`config.mk`:
```
export PLATFORM = sky130hd
export DESIGN_NAME = ufc_fifo
export DESIGN_NICKNAME = d
export VERILOG_FILES = /design/src/hdl/ufc_fifo.v
export SDC_FILE = /design/constraint.sdc
export NUM_CORES = 1
export LEC_CHECK = 0
export ABC_CLOCK_PERIOD_IN_PS = 7180
export BUFFER_PORTS_ARGS = -buffer_cell sky130_fd_sc_hd__buf_2
export CAP_MARGIN = 20
export CORE_MARGIN = 4
export CORE_UTILIZATION = 67
export CTS_CLUSTER_DIAMETER = 30
export DETAILED_ROUTE_END_ITERATION = 16
export GPL_TIMING_DRIVEN = 0
export HOLD_SLACK_MARGIN = 0.1
export PLACE_DENSITY = 0.84
export SLEW_MARGIN = 20
export SYNTH_ARGS = -nofsm -noshare
export SYNTH_HDL_FRONTEND = slang
export SYNTH_SLANG_ARGS = --single-unit
```
`constraint.sdc`:
```
create_clock -name clk_sys -period 7.18 [get_ports clk_sys]
set_clock_uncertainty 0.05 [all_clocks]
set_input_delay 0.359 -clock clk_sys [delete_from_list [all_inputs] [get_ports clk_sys]]
set_output_delay 0.359 -clock clk_sys [all_outputs]
set_load 0.1 [all_outputs]
```
`src/hdl/ufc_fifo.v`:
```
// byte fifo holding write data until the frame checksum is known
`timescale 1ns/1ps
module ufc_fifo #(
  parameter WIDTH = 8,
  parameter DEPTH = 32,
  parameter AW = 5
) (
  input wire clk_sys,
  input wire arst_n,
  input wire flush,
  input wire [WIDTH-1:0] in_data,
  input wire in_valid,
  output reg in_ready,
  output reg [WIDTH-1:0] out_data,
  output reg out_valid,
  input wire out_ready
);

  // ----------------------------------------
  // storage and pointers
  // ----------------------------------------
  reg [WIDTH-1:0] mem [0:DEPTH-1]; // payload words
  reg [AW-1:0] wr_ptr_reg; // next slot to fill
  reg [AW-1:0] rd_ptr_reg; // next slot to drain
  reg [AW:0] count_reg; // words in memory, not counting the output stage
  wire push = in_valid & in_ready;
  wire load = (count_reg != {(AW+1){1'b0}}) & (~out_valid | out_ready);

  // memory write port, no reset needed on data
  always @(posedge clk_sys)
  begin
    if (push)
      mem[wr_ptr_reg] <= in_data;
  end

  // pointers, registered output stage and honest full flag
  always @(posedge clk_sys or negedge arst_n)
  begin
    if (!arst_n)
    begin
      wr_ptr_reg <= {AW{1'b0}};
      rd_ptr_reg <= {AW{1'b0}};
      count_reg <= {(AW+1){1'b0}};
      out_valid <= 1'b0;
      out_data <= {WIDTH{1'b0}};
      in_ready <= 1'b1;
    end
    else if (flush)
    begin
      // drop everything, frame was rejected
      wr_ptr_reg <= {AW{1'b0}};
      rd_ptr_reg <= {AW{1'b0}};
      count_reg <= {(AW+1){1'b0}};
      out_valid <= 1'b0;
      in_ready <= 1'b1;
    end
    else
    begin
      if (push)
        wr_ptr_reg <= wr_ptr_reg + 1'b1;
      if (load)
      begin
        out_data <= mem[rd_ptr_reg];
        rd_ptr_reg <= rd_ptr_reg + 1'b1;
        out_valid <= 1'b1;
      end
      else if (out_ready)
        out_valid <= 1'b0;
      count_reg <= count_reg + {{AW{1'b0}}, push} - {{AW{1'b0}}, load};
      // full looks one word ahead so a push never lands on a full memory
      in_ready <= (count_reg + {{AW{1'b0}}, push} - {{AW{1'b0}}, load}) < DEPTH;
    end
  end

endmodule

```
Yosys cells after proc, flatten, opt, wreduce, memory -nomap -nowiden
Memories as Yosys holds them, arrays and structs flattened. A register that Yosys moved wholly into a read port is not among the register bits. Index checks and enable logic that the tools add are counted.

RAM bits: 256. Output and inout bits: 10. Memory bits (read-only): 0. Input port bits: 13. Bits in latches: 0. Flip-flop bits (word level): 18. Memories kept: 1.

Shift-type cells: 0. $mul: 0. Order comparisons: 1. Bitwise operators: 5. Eq/ne operators: 0. Multiplexer cells: 11. Reductions and logical operators: 6. Add/subtract/negate cells: 6. Divide/modulo/power cells: 0.

Memory list: mem (depth 32, bits a word 8, read ports 1, clocked after memory_dff 1, write ports 1, RTL line 22) `reg [WIDTH-1:0] mem [0:DEPTH-1];`.

Operator list (number): 32-bit by 6-bit < comparator with 1-bit output, second input constant (1); 5-bit 2-to-1 mux (4); 5-bit by 1-bit adder with 5-bit output, second input constant (2); 7-bit by 1-bit subtractor with 8-bit output (1); 6-bit by 1-bit adder with 7-bit output (1); 6-bit by 1-bit adder with 6-bit output (1); 1-bit 2-to-1 mux (6); 6-bit 2-to-1 mux (1); 6-bit nonzero test (1); 6-bit by 1-bit subtractor with 6-bit output (1); 2-bit nonzero test (2); 3-bit nonzero test (1); 1-bit bitwise AND (2); 1-bit NOT (2); 2-bit AND reduction (1); 1-bit zero test (1); 1-bit bitwise OR (1).

Logic depth before layout (Yosys ltp)
Word-level depth: 6. Gate-level depth with buffers: 13.

Least setup slack after synthesis
OpenSTA, ideal clock, no wires.

Path type: register -> register. Start: register out_valid. End: register in_ready. Data required time: 7.057 ns. Stages on the path, launching flop included: 12. Period minus slack after synthesis: 3.117 ns. Arrival: 2.994 ns. Slack: 4.063 ns. Path buffers: 0. Cells stage by stage: dfrtp_1 > nor2b_1 > nor2_1 > nand2_1 > nand2_1 > ha_1 > fa_1 > a211o_1 > a31oi_1 > o21bai_1 > xnor2_1 > o21bai_1.

Cells in the longest elaborated chain, start to end: 6.

RTL lines: start, declared (RTL line 15) `output reg out_valid,`; start signal, assigned (RTL line 44) `out_valid <= 1'b0;`; start signal, assigned (RTL line 54) `out_valid <= 1'b0;`; start signal, assigned (RTL line 65) `out_valid <= 1'b1;`; 1-bit NOT (RTL line 27) `wire load = (count_reg != {(AW+1){1'b0}}) & (~out_valid | out_ready);`; 1-bit bitwise OR (RTL line 27); 1-bit bitwise AND (RTL line 27); 7-bit by 1-bit subtractor with 8-bit output (RTL line 71) `in_ready <= (count_reg + {{AW{1'b0}}, push} - {{AW{1'b0}}, load}) < DEPTH;`; 32-bit by 6-bit < comparator with 1-bit output (RTL line 71); 1-bit 2-to-1 mux (RTL line 48) `else if (flush)`; end signal, assigned (RTL line 71); end, declared (RTL line 13) `output reg in_ready,`.

No other way between the ends. A chain may end at the register's enable or synchronous reset.

Final worst setup path
Start: register count_reg[5]. End: register in_ready.

Cells in the longest elaborated chain, start to end: 5. Elaborated cells on any way between the ends: 6. Those cells by class: 2 x add/sub; 1 x order compare; 1 x mux; 1 x bitwise; 1 x reduce/logical.

RTL lines: start, declared (RTL line 25) `reg [AW:0] count_reg;`; start signal, assigned (RTL line 43) `count_reg <= {(AW+1){1'b0}};`; start signal, assigned (RTL line 53) `count_reg <= {(AW+1){1'b0}};`; start signal, assigned (RTL line 69) `count_reg <= count_reg + {{AW{1'b0}}, push} - {{AW{1'b0}}, load};`; branches (longest 2 deep; another with 6-bit by 1-bit adder with 7-bit output); 7-bit by 1-bit subtractor with 8-bit output (*) (RTL line 71); 32-bit by 6-bit < comparator with 1-bit output (*) (RTL line 71); 1-bit 2-to-1 mux (*) (RTL line 48).

Every way passes the cells marked *.

==> flow_summary_export.csv <==
group,metric,value,unit
route,antenna_left,0,
clock_tree,htreeDepth,2,
sta,rsz0062_at_grt,"no",
die,die_y,138,µm
route,drc,0,
route,via_count,6512,
synthesis,synth_edf_count,256,
die,num_io_pins,23,
sta,post-route-min-period,3.39,ns
synthesis,synth.cell_area,11400,µm²
synthesis,yosys_most_used_dff,"edfxtp_1",
die,start_util,68.6,%
place,dp_slack,4.04,ns
die,coreArea,16600,µm²
synthesis,synth.ff_latch_count,282,
place,hpwl,16.0,mm
grt,grt_first_pass_wirelength,43.2,mm
worst_hold_path,hold_path.class,"in2reg",
clock_tree,tritoncts,"yes",
synthesis,async_flop_share,9.22,%
clock_tree,clock_sinks,282,
power_and_ir_drop,ir_drop,360,µV
worst_setup_path,worstPathArrival,3.76,ns
synthesis,yosysWarnings,0,
synthesis,avgSynthCellArea,18.7,µm²
route,drtPass1Iterations,7,
sta,timing.fmax,295,MHz
sta,fin_tns_setup,0,ns
synthesis,ys_types,52,
grt,first_global_vias,6801,
worst_setup_path,end_kind,"flip-flop",
sta,setup_violations,0,
cells_and_area,drive_above_1_share,24.1,%
sta,slew-limit-headroom,34.4,%
place,gp_congestion,0.955,
clock_tree,clock_latency,0.53,ns
cells_and_area,fin_nets,706,
job,drv_cap,0,
synthesis,synth_seq_area_share,73.3,%
worst_setup_path,worstPathMaxFanout,6,
grt,grt_max_degree,33,
die,die_w,138,µm
die,die-area,19100,µm²
grt,grt_usage,30.5,%
cells_and_area,largest_register_ffs,256,
power_and_ir_drop,power_leakage,4.43,nW
clock_tree,cts_inserted_buffers,44,
die,fp-row-count,47,
clock_tree,path_clk_slew,0.06,ns
route,drtIter0Drc,877,
cells_and_area,antennaDiodeCount,0,
synthesis,syn_inst,609,
sta,hold_viol_final,0,
worst_setup_path,start_kind,"flip-flop",
route,routed_wl,28.5,mm
sta,post-route-period-util,47.3,%
cells_and_area,area_growth_syn_to_layout,16.6,%
worst_setup_path,path_class,"reg2reg",
sta,worst_pin_slew,0.981,ns
grt,antenna_found_initial,1,
place,port_buffers,22,
route,wl_per_cell,30.6,µm
power_and_ir_drop,powerDensity,412,nW/µm²
route,vias_per_cell,6.98,
sta,drv_slew,0,
worst_setup_path,required,7.55,ns
grt,grt_overflow_total,0,
clock_tree,cts_buffer_depth,3,
status,status,"finished, final reports clean",
synthesis,synth_fp_nets,637,
clock_tree,cts_resized,0,
sta,setup_ws,3.79,ns
clock_tree,cts-root-buf,"clkbuf_16",
cells in the mapped netlist, types with 7 or more instances:
cell type  count  area share, %
edfxtp_1     256             68
nor2_1        49            1.6
mux4_2        47            9.3
mux2i_1       46            4.0
dfrtp_1       25            5.5
nand2_1       16           0.53
o22ai_1       16           0.88
ha_1          14            1.5
a211oi_1      10           0.66
buf_2         10           0.44
clkbuf_1      10           0.33
nand3_1        9           0.40
inv_1          8           0.26
o21ai_0        7           0.31
xor2_1         7           0.54
what timing repair did:
| action | CTS | global route |
|---|---|---|
| hold buffers | 1 | 0 |
| hold endpoints to repair | 25 | 0 |
| buffers inserted | 0 | 0 |
where the power goes:
part	internal, mW	leakage (nW)	switching (mW)
Clock	1.34	0.708	0.779
Combinational	0.542	1.10	0.895
Sequential	1.87	2.63	0.0476
layout make-up:
cell class              count  area, µm²
plain buffers              29        194
clock buffers              50       1140
clock inverters            31        333
fillers                   801       3330
inverters                   8       30.0
multi-input cells         290       2820
flip-flops and latches    282       8340
well taps                 220        275
repair buffers             23        120
metrics by stage:
stage / cells / power (mW) / util (%) / hold slack [ns] / cell area (µm²)
6_report: 933 / 5.47 / 79.9 / 0.201 / 13300
5_1_grt: 933 / 5.64 / 79.9 / 0.209 / 13300
4_1_cts: 933 / 5.45 / 79.9 / 0.176 / 13300
3_5_place_dp: 851 / 3.30 / 71.0 / 0.343 / 11800
3_3_place_gp: 851 / 3.26 / 70.9 / 0.339 / 11800
2_1_floorplan: 609 / 2.95 / - / 0.0134 / 11400
critical path, cell delays in order, from the launching register on:
cell and delay [ns]:
dfrtp_1 0.39, inv_1 0.11, ha_1 0.18, and4bb_1 0.38
nor2_1 0.19, nand2_1 0.22, nand2_1 0.09, ha_1 0.23
fa_1 0.44, a211o_1 0.31, a31oi_1 0.20, o21bai_1 0.10
xnor2_1 0.14, o21bai_1 0.25
path summary, 6_finish.rpt:
path,from,endpoint,slack (ns),cells past startpoint
setup / recovery,count_reg[5]$_DFF_PN0_,in_ready$_DFF_PN1_,3.79,13
hold / removal,out_ready,out_valid$_DFFE_PN0P_,0.20,4
setup reg to reg,count_reg[5]$_DFF_PN0_,in_ready$_DFF_PN1_,3.79,13
min in group asynchronous,arst_n,wr_ptr_reg[2]$_DFFE_PN0P_,0.34,2
hold reg to reg,out_data[6]$_DFFE_PN0P_,out_data[6]$_DFFE_PN0P_,0.58,2
max in group asynchronous,arst_n,wr_ptr_reg[0]$_DFFE_PN0P_,6.33,2
cell usage in the layout (no fill, tap or decap), types with 3 or more instances in the layout:
cell and n:
nand3b_1 3, ha_1 14, o21ai_0 7, inv_6 5
nor2b_1 6, a211o_1 5, o22ai_1 16, buf_6 5
clkbuf_16 45, nand4_1 4, buf_2 32, clkinv_1 3
inv_1 8, clkbuf_1 15, a21oi_1 6, edfxtp_1 256
nand2_1 16, nand3_1 9, bufinv_16 5, mux2_2 3
xor2_1 7, mux2i_1 46, a311oi_1 3, mux4_2 47
clkinv_2 6, a211oi_1 10, o32ai_1 3, clkinvlp_4 6
xnor2_1 5, clkinv_4 6, dfrtp_1 25, nor2_1 49
kinds of logic after synthesis:
kind of cell    after synthesis  synth area share (%)
buf+inv                      37                  1.97
simple gates                109                  4.74
xor+xnor                     12                 0.924
fa+ha+maj                    15                  1.72
mux                          97                  13.9
compound gates               57                  3.44
flops                       282                  73.3
routing by layer:
| layer | up-vias | global-route usage, % | part of all wire [%] |
|---|---|---|---|
| met1 | 3276 | 40.0 | 34 |
| li1 | 2588 | - | - |
| met2 | 507 | 47.8 | 48 |
| met5 | - | 0 | 0.12 |
| met3 | 139 | 8.46 | 11 |
| met4 | 2 | 15.4 | 5.7 |
(Power assumes the default switching activity.)
